==> config.mk <==
export PLATFORM = sky130hd
export DESIGN_NAME = smm_monitor_mode
export DESIGN_NICKNAME = d
export VERILOG_FILES = /design/src/smm_monitor_mode.v /design/src/smm_spi_shift.v
export VERILOG_INCLUDE_DIRS = /design/src
export SDC_FILE = /design/constraint.sdc
export NUM_CORES = 1
export LEC_CHECK = 0
export BUFFER_PORTS_ARGS = -buffer_cell sky130_fd_sc_hd__buf_2
export CAP_MARGIN = 20
export CORE_MARGIN = 2
export CORE_UTILIZATION = 47
export CTS_CLUSTER_DIAMETER = 40
export DETAILED_ROUTE_END_ITERATION = 12
export PLACE_DENSITY = 0.6
export SKIP_LAST_GASP = 1
export SYNTH_ARGS = -nofsm -noshare
export SYNTH_HDL_FRONTEND = slang
export SYNTH_HIERARCHICAL = 1
export SYNTH_SLANG_ARGS = --single-unit
==> constraint.sdc <==
create_clock -name core_clk -period 7.4 [get_ports core_clk]
set_clock_uncertainty 0.2 [all_clocks]
set_input_delay 0.37 -clock core_clk [delete_from_list [all_inputs] [get_ports core_clk]]
set_output_delay 0.37 -clock core_clk [all_outputs]
set_load 0.01 [all_outputs]
==> src/smm_defines.vh <==
// Constants for the squib monitor-mode SPI block.
`ifndef SMM_DEFINES_VH
`define SMM_DEFINES_VH
`define SMM_FRAME_BITS      16
`define SMM_CHANNELS        8
`define SMM_MODE_HI         15
`define SMM_MODE_LO         14
`define SMM_PARITY_BIT      13
`define SMM_WRITE_BIT       12
`define SMM_REPORT_BIT      8
`define SMM_ANALOG_MONITOR_OUT_EN_BIT     7
`define SMM_MON_SEL_HI      6
`define SMM_MON_SEL_LO      4
`define SMM_MODE_REGISTER   2'h0
`define SMM_MODE_COMMAND    2'h1
`define SMM_MODE_DIAG       2'h2
`define SMM_MODE_MONITOR    2'h3
`define SMM_RESP_RESET      16'h0000
`define SMM_REPORT_RESET    1'b0
`define SMM_FLAGS_RESET     8'h00
`define SMM_DEPLOY_PERIOD_US 2000
`define SMM_CLK_MHZ         20
`define SMM_DEPLOY_CYCLES   (`SMM_DEPLOY_PERIOD_US * `SMM_CLK_MHZ)
`endif

==> src/smm_monitor_mode.v <==
// Monitor-mode command interpreter for an eight-channel squib driver.
//
// Contract
// - Frame with top bits 11 is a monitor message; bits 12..9 ignored.
// - Odd parity over all sixteen bits, carried in bit 13; host sets it.
// - Message bit 8 picks status: 0 success flags, 1 active OR success.
// - In OR reporting a status bit stays 1 from deployment until flag clear.
// - Deployment status bit is captured at chip select rising edge.
// - A change of report select shows immediately in the next status.
// - Success flag sets when a channel's deploy period expires.
// - Set success flag rejects new deployment commands for that channel.
// - Monitor bits 7..0 set to 1 clear that channel's success flag.
// - Responses are 16 bits, sent most significant bit first.
// - Response bits 15:14 give type: register, command, diagnostic, status.
// - The response in a frame reflects the previous frame.
// - Diagnostic response bit 7 reads 1 when monitored channel's below-ground comparator is set.
// - Diagnostic bit 7 at 0 puts analog monitor output in high impedance.
// - Diagnostic bits 6..4 select monitored channel 0 to 7.
// - Diagnostic response follows in the next transfer regardless of write bit.
`timescale 1ns/1ps
`include "smm_defines.vh"
module smm_monitor_mode #(
   parameter CHANNELS      = 8,
   parameter DEPLOY_CYCLES = `SMM_DEPLOY_CYCLES
) (
   // Clock and reset.
   input  wire                core_clk,
   input  wire                rst_n,
   // SPI link pins.
   input  wire                sclk,
   input  wire                csDeploy_n,
   input  wire                mosi,
   output wire                miso,
   output wire                misoEn,
   // Deployment requests from the command decoder.
   input  wire [CHANNELS-1:0] deployRequest,
   // Analog comparator results, from the analog front end.
   input  wire [CHANNELS-1:0] sqlBelowGnd,
   input  wire                sqhAboveBat,
   input  wire                overCurrent,
   // Deployment state, report select, analog monitor controls and parity fault.
   output reg  [CHANNELS-1:0] deployActive,
   output reg  [CHANNELS-1:0] deploySuccess,
   output reg                 reportOr,
   output reg                 analogMonitorEn,
   output reg  [2:0]          monitorChannel,
   output reg                 parityFault
);
   wire [15:0] rxWord;
   wire        frameDone;
   wire        csRise;
   reg  [15:0] txWord;
   reg  [CHANNELS-1:0] deployStatus;
   reg  [CHANNELS-1:0] deployStart;
   reg  [1:0]  lastMode;
   reg  [2:0]  diagSel;
   reg  [31:0] deployTimer [0:CHANNELS-1];
   reg  [CHANNELS-1:0] sqlSync1;
   reg  [CHANNELS-1:0] sqlSync2;
   reg  [1:0]  batSync;
   reg  [1:0]  ocSync;
   reg  [CHANNELS-1:0] reqSync1;
   reg  [CHANNELS-1:0] reqSync2;
   reg  [CHANNELS-1:0] reqPrev;
   integer     i;

   function oddParityOk;
      input [15:0] w;
      begin
         oddParityOk = ^w;
      end
   endfunction

   wire        parityOk  = oddParityOk(rxWord);
   wire [1:0]  rxMode    = rxWord[`SMM_MODE_HI:`SMM_MODE_LO];
   wire        isMonitor = frameDone && rxMode == `SMM_MODE_MONITOR;
   wire        isDiag    = frameDone && rxMode == `SMM_MODE_DIAG;
   wire [CHANNELS-1:0] reqEdge = reqSync2 & ~reqPrev;

   smm_spi_shift u_shift (
      .core_clk   (core_clk),
      .rst_n      (rst_n),
      .sclk       (sclk),
      .csDeploy_n (csDeploy_n),
      .mosi       (mosi),
      .miso       (miso),
      .misoEn     (misoEn),
      .txWord     (txWord),
      .rxWord     (rxWord),
      .frameDone  (frameDone),
      .csRise     (csRise)
   );

   // ========================================
   // Input synchronisers for asynchronous analog and request levels.
   always @(posedge core_clk) begin
      if (!rst_n) begin
         sqlSync1 <= {CHANNELS{1'b0}};
         sqlSync2 <= {CHANNELS{1'b0}};
         batSync  <= 2'h0;
         ocSync   <= 2'h0;
         reqSync1 <= {CHANNELS{1'b0}};
         reqSync2 <= {CHANNELS{1'b0}};
         reqPrev  <= {CHANNELS{1'b0}};
      end else begin
         sqlSync1 <= sqlBelowGnd;
         sqlSync2 <= sqlSync1;
         batSync  <= {batSync[0], sqhAboveBat};
         ocSync   <= {ocSync[0], overCurrent};
         reqSync1 <= deployRequest;
         reqSync2 <= reqSync1;
         reqPrev  <= reqSync2;
      end
   end

   // ========================================
   // Deployment timers and success flags.
   always @* begin
      // A channel with its success flag set refuses a new deployment.
      deployStart = reqEdge & ~deployActive & ~deploySuccess;
   end

   always @(posedge core_clk) begin
      if (!rst_n) begin
         deployActive  <= {CHANNELS{1'b0}};
         deploySuccess <= `SMM_FLAGS_RESET;
         reportOr      <= `SMM_REPORT_RESET;
         parityFault   <= 1'b0;
         for (i = 0; i < CHANNELS; i = i + 1)
            deployTimer[i] <= 32'h00000000;
      end else begin
         if (isMonitor) begin
            parityFault <= ~parityOk;
            if (parityOk) begin
               reportOr <= rxWord[`SMM_REPORT_BIT];
            end
         end
         for (i = 0; i < CHANNELS; i = i + 1) begin
            // Expiry wins over a clear arriving in the same cycle.
            if (isMonitor && parityOk && rxWord[i]) begin
               deploySuccess[i] <= 1'b0;
            end
            if (deployStart[i]) begin
               deployActive[i] <= 1'b1;
               deployTimer[i]  <= DEPLOY_CYCLES - 1;
            end else if (deployActive[i]) begin
               if (deployTimer[i] == 32'h00000000) begin
                  deployActive[i]  <= 1'b0;
                  deploySuccess[i] <= 1'b1;
               end else begin
                  deployTimer[i] <= deployTimer[i] - 32'h00000001;
               end
            end
         end
      end
   end

   // ========================================
   // Diagnostic settings, status capture and response build.
   // The response mode is latched at the frame end so the response lags by one transfer.
   always @(posedge core_clk) begin
      if (!rst_n) begin
         deployStatus    <= {CHANNELS{1'b0}};
         lastMode        <= `SMM_MODE_REGISTER;
         analogMonitorEn <= 1'b0;
         monitorChannel  <= 3'h0;
         diagSel         <= 3'h0;
         txWord          <= `SMM_RESP_RESET;
      end else begin
         if (csRise) begin
            deployStatus <= deployActive;
         end
         if (isDiag && parityOk && rxWord[`SMM_WRITE_BIT]) begin
            analogMonitorEn <= rxWord[`SMM_ANALOG_MONITOR_OUT_EN_BIT];
            monitorChannel  <= rxWord[`SMM_MON_SEL_HI:`SMM_MON_SEL_LO];
            diagSel         <= rxWord[`SMM_MON_SEL_HI:`SMM_MON_SEL_LO];
         end
         if (frameDone) begin
            lastMode <= rxMode;
         end
         // Rebuilt every cycle so a report-select change is never stale.
         case (lastMode)
            `SMM_MODE_MONITOR: begin
               txWord <= {`SMM_MODE_MONITOR, 6'h00,
                          reportOr ? (deployStatus | deployActive | deploySuccess)
                                   : deploySuccess};
            end
            `SMM_MODE_DIAG: begin
               txWord <= {`SMM_MODE_DIAG, batSync[1], 5'h00,
                          sqlSync2[diagSel], 3'h0, ocSync[1], 3'h0};
            end
            `SMM_MODE_COMMAND: begin
               txWord <= {`SMM_MODE_COMMAND, 6'h00, reqSync2};
            end
            default: begin
               txWord <= `SMM_RESP_RESET;
            end
         endcase
      end
   end
endmodule // smm_monitor_mode

==> src/smm_spi_shift.v <==
// SPI slave shifter: samples link pins, shifts 16-bit frames in and out.
`timescale 1ns/1ps
`include "smm_defines.vh"
module smm_spi_shift (
   // Clock and reset.
   input  wire        core_clk,
   input  wire        rst_n,
   // Link pins.
   input  wire        sclk,
   input  wire        csDeploy_n,
   input  wire        mosi,
   output reg         miso,
   output reg         misoEn,
   // Frame side.
   input  wire [15:0] txWord,
   output reg  [15:0] rxWord,
   output reg         frameDone,
   output reg         csRise
);
   reg [2:0]  sclkSync;
   reg [2:0]  csSync;
   reg [1:0]  mosiSync;
   reg [15:0] shiftIn;
   reg [15:0] shiftOut;
   reg [4:0]  bitCount;
   wire sclkRise = sclkSync[1] & ~sclkSync[2];
   wire sclkFall = ~sclkSync[1] & sclkSync[2];
   wire csFall   = ~csSync[1] & csSync[2];
   wire csEdgeUp = csSync[1] & ~csSync[2];
   // ========================================
   // Pin synchronisers and shifting.
   // Edge detectors look only at the second and third stages.
   always @(posedge core_clk) begin
      if (!rst_n) begin
         sclkSync  <= 3'h0;
         csSync    <= 3'h7;
         mosiSync  <= 2'h0;
         shiftIn   <= 16'h0000;
         shiftOut  <= 16'h0000;
         bitCount  <= 5'h00;
         rxWord    <= 16'h0000;
         frameDone <= 1'b0;
         csRise    <= 1'b0;
         miso      <= 1'b0;
         misoEn    <= 1'b0;
      end else begin
         sclkSync  <= {sclkSync[1:0], sclk};
         csSync    <= {csSync[1:0], csDeploy_n};
         mosiSync  <= {mosiSync[0], mosi};
         frameDone <= 1'b0;
         csRise    <= csEdgeUp;
         if (csFall) begin
            shiftOut <= txWord;
            miso     <= txWord[15];
            misoEn   <= 1'b1;
            bitCount <= 5'h00;
         end else if (!csSync[2]) begin
            if (sclkRise) begin
               shiftIn  <= {shiftIn[14:0], mosiSync[1]};
               bitCount <= bitCount + 5'h01;
            end
            if (sclkFall && bitCount != 5'h00) begin
               shiftOut <= {shiftOut[14:0], 1'b0};
               miso     <= shiftOut[14];
            end
         end
         if (csEdgeUp) begin
            misoEn <= 1'b0;
            if (bitCount == 5'h10) begin
               rxWord    <= shiftIn;
               frameDone <= 1'b1;
            end
         end
      end
   end
endmodule // smm_spi_shift

==> results.cfg, run 1 <==
[run_status]
outcome = completed

[synth]
syn_inst = 1890
synth_seq_cells = 407
synth_top_area_cell = edfxtp_1
synthTopCellsByArea = edfxtp_1 (39%), dfxtp_1 (15%), xnor2_1 (6.9%), nor2_1 (5.0%), nor4_1 (3.1%)
ys.flop_type = edfxtp_1
seq_area_frac_synth_pct = 54.3
ys_async_sr_fraction_pct = 0
avgSynthCellArea_sq_um = 10.4
yosysWarnings = 6
synth.top_cell.area_share_pct = 39.0
ys_types = 76
synth_edf_count = 256
syn_area_sq_um = 19700

[clock_tree]
clkLatencyLatePin_ns = 0.57
clockRootBuffer = clkbuf_16
post-cts-setup-buffers = 0
clock_sinks = 407
clk_pin_slew_ns = 0.05
cts_tree = yes
cts_buffer_depth = 3
cts_buffers = 68
cts-htree-levels = 3

[grt]
grt_pass1_wl_um = 70000
grt_use_met3_pct = 3.32
grt.total_usage_pct = 19.3
grt_antenna_before_repair = 1
use_met2_pct = 31.0
grt_pass1_vias = 13800
grt_busiest_layer = met2
met1_usage_pct = 26.8
overflow = 0
grt_max_degree = 48

[finish]
final_core_util_pct = 55.2
n_fill_cell = 3649
drive_above_1_share_pct = 11.4
regArea_sq_um = 10700
areaGrowthSynthToFinish_pct = 16.6
final_common_cell = nor2_1
final_area_sq_um = 23000
layout.nets = 1992
multi_input_area_sq_um = 8460
antenna_cells = 0
final_cell_mix = nor2_1 (263), edfxtp_1 (256), xnor2_1 (156)

[timing]
hold_viol = 0
rsz0062_at_grt = false
fin_ws_ns = 3.19
timing.fmax_mhz = 238
tightest_slew_ns = 1.05
drv_slew = 0
setup_violations = 0
whs_ns = 0.0339
period_minus_slack_ns = 4.21
relSlewSlack_pct = 29.0
fin_crit_sh_pct = 56.9
finalSetupTns_ns = 0

[placed_design]
gp_congestion = 0.762
pre_cts_ws_ns = 3.19
hpwl_um = 26100
place_area_sq_um = 20400
io_buffers = 46

[drt]
first_iter_violations = 855
routed-via-count = 14100
wl_per_cell_um = 16.3
wl_um = 41500
dr.pass1.iters = 5
via_per_inst = 5.51
drcViolationCount = 0
postRouteAntennaNets = 0

[critical_path]
worstReg2RegStart = deployTimer[0][0]
crit_slowest_cell = or4_1
cp.required_ns = 7.48
crit_family = simple AND/OR/NAND/NOR gates
end_kind = register
slowest_delay_ns = 0.72
r2r_end = deployTimer[0][22]
worstSetupPathType = reg2reg
worstPathCellList = inv_1 > ha_1 > or3b_1 > or4_1 > or4b_4 > a21oi_2 > nand2_1 > buf_4
crit_start = deployTimer[0][0]
setup.worst_path.start_class = register
r2r_slack_ns = 3.19
crit_buf_inv = 2
crit_arrival_ns = 4.28
critPathMaxFanout = 25
reg2reg_depth = 8

[power]
p_per_area_nw_per_um2 = 275
clkPwrFrac_pct = 51.0
p_seq_share_pct = 42.4
swShare_pct = 23.4
p_leak_nw = 7.64
p_comb_share_pct = 6.7
ir_drop_mv = 0.217
p_sw_mw = 1.48
p_int_mw = 4.85

[die]
num_rows = 75
io_pins = 47
fp.dieH_um = 209
die_area_sq_um = 43600
floorplan.initialDensity_pct = 47.3
core_area_sq_um = 41700
die_w_um = 209

[worst_hold_path]
hold_start = rst_n
hold_class = in2reg
hold_path_depth = 2
whs_endpoint = u_shift/csSync[0]

[flow_run]
cap_violations = 0
-- power groups by stage --
stage	combinational, mW	clock (mW)	sequential, mW
final	0.421	3.23	2.68
after global routing	0.474	3.41	2.70
after CTS	0.424	3.30	2.68
after detailed placement	0.411	0	2.72
after global placement	0.407	0	2.72
after floorplan	0.328	0	2.69
-- routing by layer --
layer  share of wire, %  vias up
met5                  0        -
met3                3.7       64
li1                   -     7009
met1                 48     6771
met2                 46      211
met4                2.2        0
-- area by class of cell --
| cell class | count | area share, % |
|---|---|---|
| multi-input combinational | 1350 | 36.8 |
| timing repair buffer | 88 | 2.70 |
| clock inverter | 38 | 2.01 |
| clock buffer | 87 | 8.29 |
| tap | 539 | 2.93 |
| sequential | 407 | 46.6 |
| inverter | 42 | 0.686 |
-- cells in the mapped netlist (6+ instances only) --
library cell,n
inv_1,42
mux2i_1,15
clkbuf_1,66
nor2_1,263
a21oi_1,84
a211oi_2,15
ha_1,12
nand2b_1,13
edfxtp_1,256
xor2_1,65
o31ai_1,15
nor3_1,64
buf_2,20
nor4b_1,12
a31oi_1,9
nor2b_1,6
nor4_1,98
dfxtp_1,151
or2_2,16
nand2_1,101
a311oi_1,10
or3_1,62
nand3b_1,12
o21ai_0,63
a211oi_1,8
and2_1,53
nand4_1,14
nand3_1,44
a21boi_0,31
or4_1,40
xnor2_1,156
-- registers in the layout (all words and copies together), names as in the netlist, 2 cells and up --
| name | flops |
|---|---|
| deploySuccess | 8 |
| u_shift/shiftIn | 16 |
| reqSync2 | 8 |
| reqPrev | 8 |
| sqlSync1 | 8 |
| u_shift/sclkSync | 3 |
| u_shift/csSync | 3 |
| deployStatus | 8 |
| deployActive | 8 |
| u_shift/shiftOut | 15 |
| batSync | 2 |
| u_shift/bitCount | 5 |
| u_shift/rxWord | 16 |
| sqlSync2 | 8 |
| deployTimer | 256 |
| reqSync1 | 8 |
| txWord | 11 |
| u_shift/mosiSync | 2 |
| ocSync | 2 |
| lastMode | 2 |
| diagSel | 3 |
-- how the worst max path moves through the flow --
stage,endpoint,slack (ns),cells after the start
global placement,deployTimer[0][24],3.32,8
floorplan,deployTimer[1][32],3.51,5
CTS,deployTimer[0][22],3.18,8
global route,deployTimer[0][22],2.94,8
finish,deployTimer[0][22],3.19,8
detailed placement,deployTimer[0][25],3.19,8
-- through the flow --
| step | total power, mW | std cells |
|---|---|---|
| after detailed placement | 3.13 | 2403 |
| after CTS | 6.41 | 2549 |
| after global routing | 6.58 | 2551 |
| after floorplan | 3.02 | 1894 |
| final | 6.33 | 2551 |
| after global placement | 3.12 | 2403 |
-- logic make-up (layout without fill, tap and decap cells) --
group | count (synthesis) | after routing | synth area share, %
AOI/OAI and AO/OA | 261 | 261 | 8.64
xor gates and xnor gates | 224 | 224 | 10.2
adders and majority gates | 12 | 12 | 0.762
buffers and inverters | 137 | 255 | 2.87
DFF | 407 | 407 | 54.3
muxes | 18 | 18 | 1.05
other | 1 | 5 | 0.0190
and+or+nand+nor | 830 | 830 | 22.2
-- worst reg2reg max path: stages (launching register included) --
cell      delay [ns]
edfxtp_1        0.42
inv_1           0.09
ha_1            0.17
or3b_1          0.44
or4_1           0.72
or4b_4          0.57
a21oi_2         0.55
nand2_1         0.39
buf_4           0.35
-- what timing repair did --
action                    in CTS  in global routing
gates resized for setup        0                  0
hold buffers                  21                  0
hold endpoints to repair      21                  0
Note: power is estimated with default switching activity, not from simulation.
==> inputs of run 2 (changes only) <==
==> constraint.sdc (replaced) <==
create_clock -name core_clk -period 4.21 [get_ports core_clk]
set_clock_uncertainty 0.2 [all_clocks]
set_input_delay 0.2105 -clock core_clk [delete_from_list [all_inputs] [get_ports core_clk]]
set_output_delay 0.2105 -clock core_clk [all_outputs]
set_load 0.01 [all_outputs]
==> run 2 against run 1 <==
Final cell count rose by 0.67%; worst hold slack better by 0.15 ns; count of clock-buffer cells in the layout shrank 5; die area unchanged.
==> results.cfg, run 2 (synthesis results as in run 1) <==
[grt]
overflow = 0
grt_antenna_before_repair = 0
grt_max_degree = 66
grt_pass1_vias = 13800
grt_pass1_wl_um = 69900
grt.total_usage_pct = 19.4

[power]
p_sw_mw = 2.66
p_per_area_nw_per_um2 = 475
p_leak_nw = 7.67
p_seq_share_pct = 43.0
swShare_pct = 24.3
p_comb_share_pct = 6.9
clkPwrFrac_pct = 50.1
ir_drop_mv = 0.312
p_int_mw = 8.28

[clock_tree]
ctsHoldBuffers = 24
clkLatencyLatePin_ns = 0.59
cts-htree-levels = 3
clock_sinks = 407
post-cts-setup-buffers = 0
cts_buffer_depth = 3
clockRootBuffer = clkbuf_16
cts_resized = 0
cts_tree = yes
clk_pin_slew_ns = 0.05
cts_buffers = 67

[finish]
n_fill_cell = 3710
final_area_sq_um = 23000
antenna_cells = 0
final_cell_mix = nor2_1 (263), edfxtp_1 (256), xnor2_1 (156)
regArea_sq_um = 10700
top_register = deployTimer
areaGrowthSynthToFinish_pct = 16.8
drive_above_1_share_pct = 12.1
reg_top3 = deployTimer: 256 flops, u_shift/rxWord: 16 flops, u_shift/shiftIn: 16 flops
final_common_cell = nor2_1
layout.nets = 2010
multi_input_area_sq_um = 8460
largest_reg_flops = 256

[placed_design]
io_buffers = 46
gp_congestion = 0.785
hpwl_um = 26400
place_area_sq_um = 20500

[timing]
fin_crit_sh_pct = 85.0
drv_slew = 0
setup_violations = 0
rsz0062_at_grt = false
relSlewSlack_pct = 34.0
tightest_slew_ns = 0.985
timing.fmax_mhz = 280
period_minus_slack_ns = 3.58
hold_viol = 0
finalSetupTns_ns = 0

[drt]
wl_per_cell_um = 16.3
routed-via-count = 14200
first_iter_violations = 843
dr.pass1.iters = 8
postRouteAntennaNets = 0
wl_um = 41700
drcViolationCount = 0
via_per_inst = 5.52

[die]
die_w_um = 209
io_pins = 47
floorplan.initialDensity_pct = 47.3
die_area_sq_um = 43600
core_area_sq_um = 41700
fp.dieH_um = 209
num_rows = 75

[run_status]
outcome = completed

[critical_path]
end_kind = register
critPathMaxFanout = 29
worstSetupPathType = reg2reg
setup.worst_path.start_class = register
cp.required_ns = 4.29
crit_arrival_ns = 3.66

[flow_run]
cap_violations = 0

[worst_hold_path]
hold_class = in2reg
run 2: cell count changes in the layout (fill, tap and decap cells not counted), moves of 2 or more:
cell	delta
buf_4	+17
inv_6	+5
clkinv_2	-4
clkinv_4	+4
bufinv_16	-3
dlygate4sd3_1	+3
clkbuf_1	-2
clkbuf_16	-2
run 2: worst max-delay path, cell delays in order, from the launching register on:
cell and delay [ns]:
edfxtp_1 0.45, inv_1 0.09, ha_1 0.18, or3b_1 0.43
or4_1 0.73, or4b_4 0.58, a21oi_2 0.17, nand2_1 0.14
buf_4 0.31
run 2: final timing paths:
path / cells after the start / slack (ns) / from / endpoint
max: 8 / 0.63 / deployTimer[0][0] / deployTimer[0][28]
max reg2reg: 8 / 0.63 / deployTimer[0][0] / deployTimer[0][28]
min reg2reg: 1 / 0.23 / sqlSync1[1] / sqlSync2[1]
min: 3 / 0.18 / sqlBelowGnd[0] / sqlSync1[0]
run 2: layout make-up:
class                      count  share of cell area, %
inverter                      42                  0.685
sequential                   407                   46.5
clock inverter                41                   1.89
tap                          539                   2.93
multi-input combinational   1350                   36.8
clock buffer                  82                   7.97
timing repair buffer         107                   3.26
run 2: stage by stage:
stage / hold WS, ns / util (%) / std cells / worst slack, ns / power, mW
finish: 0.183 / 55.3 / 2568 / 0.633 / 10.9
global route: 0.171 / 55.3 / 2568 / 0.464 / 11.4
CTS: 0.147 / 55.2 / 2567 / 0.631 / 11.1
detailed placement: 0.203 / 49.2 / 2420 / 0.659 / 5.52
global placement: 0.202 / 49.2 / 2420 / 0.754 / 5.50
floorplan: 0.0835 / - / 1894 / 0.322 / 5.31
run 2: metal layers:
layer / up-vias / GRT usage (%) / wire length (um)
met2: 186 / 30.5 / 19200
met3: 68 / 4.31 / 1630
met1: 6865 / 26.8 / 20000
met4: 0 / 5.96 / 947
li1: 7052 / - / -
met5: - / 0 / 0
run 2: power by group through the flow:
| stage | sequential [mW] | clock [mW] | combinational (mW) |
|---|---|---|---|
| floorplan | 4.73 | 0 | 0.576 |
| global placement | 4.78 | 0 | 0.726 |
| detailed placement | 4.79 | 0 | 0.736 |
| CTS | 4.71 | 5.62 | 0.760 |
| global route | 4.74 | 5.81 | 0.845 |
| finish | 4.71 | 5.48 | 0.753 |
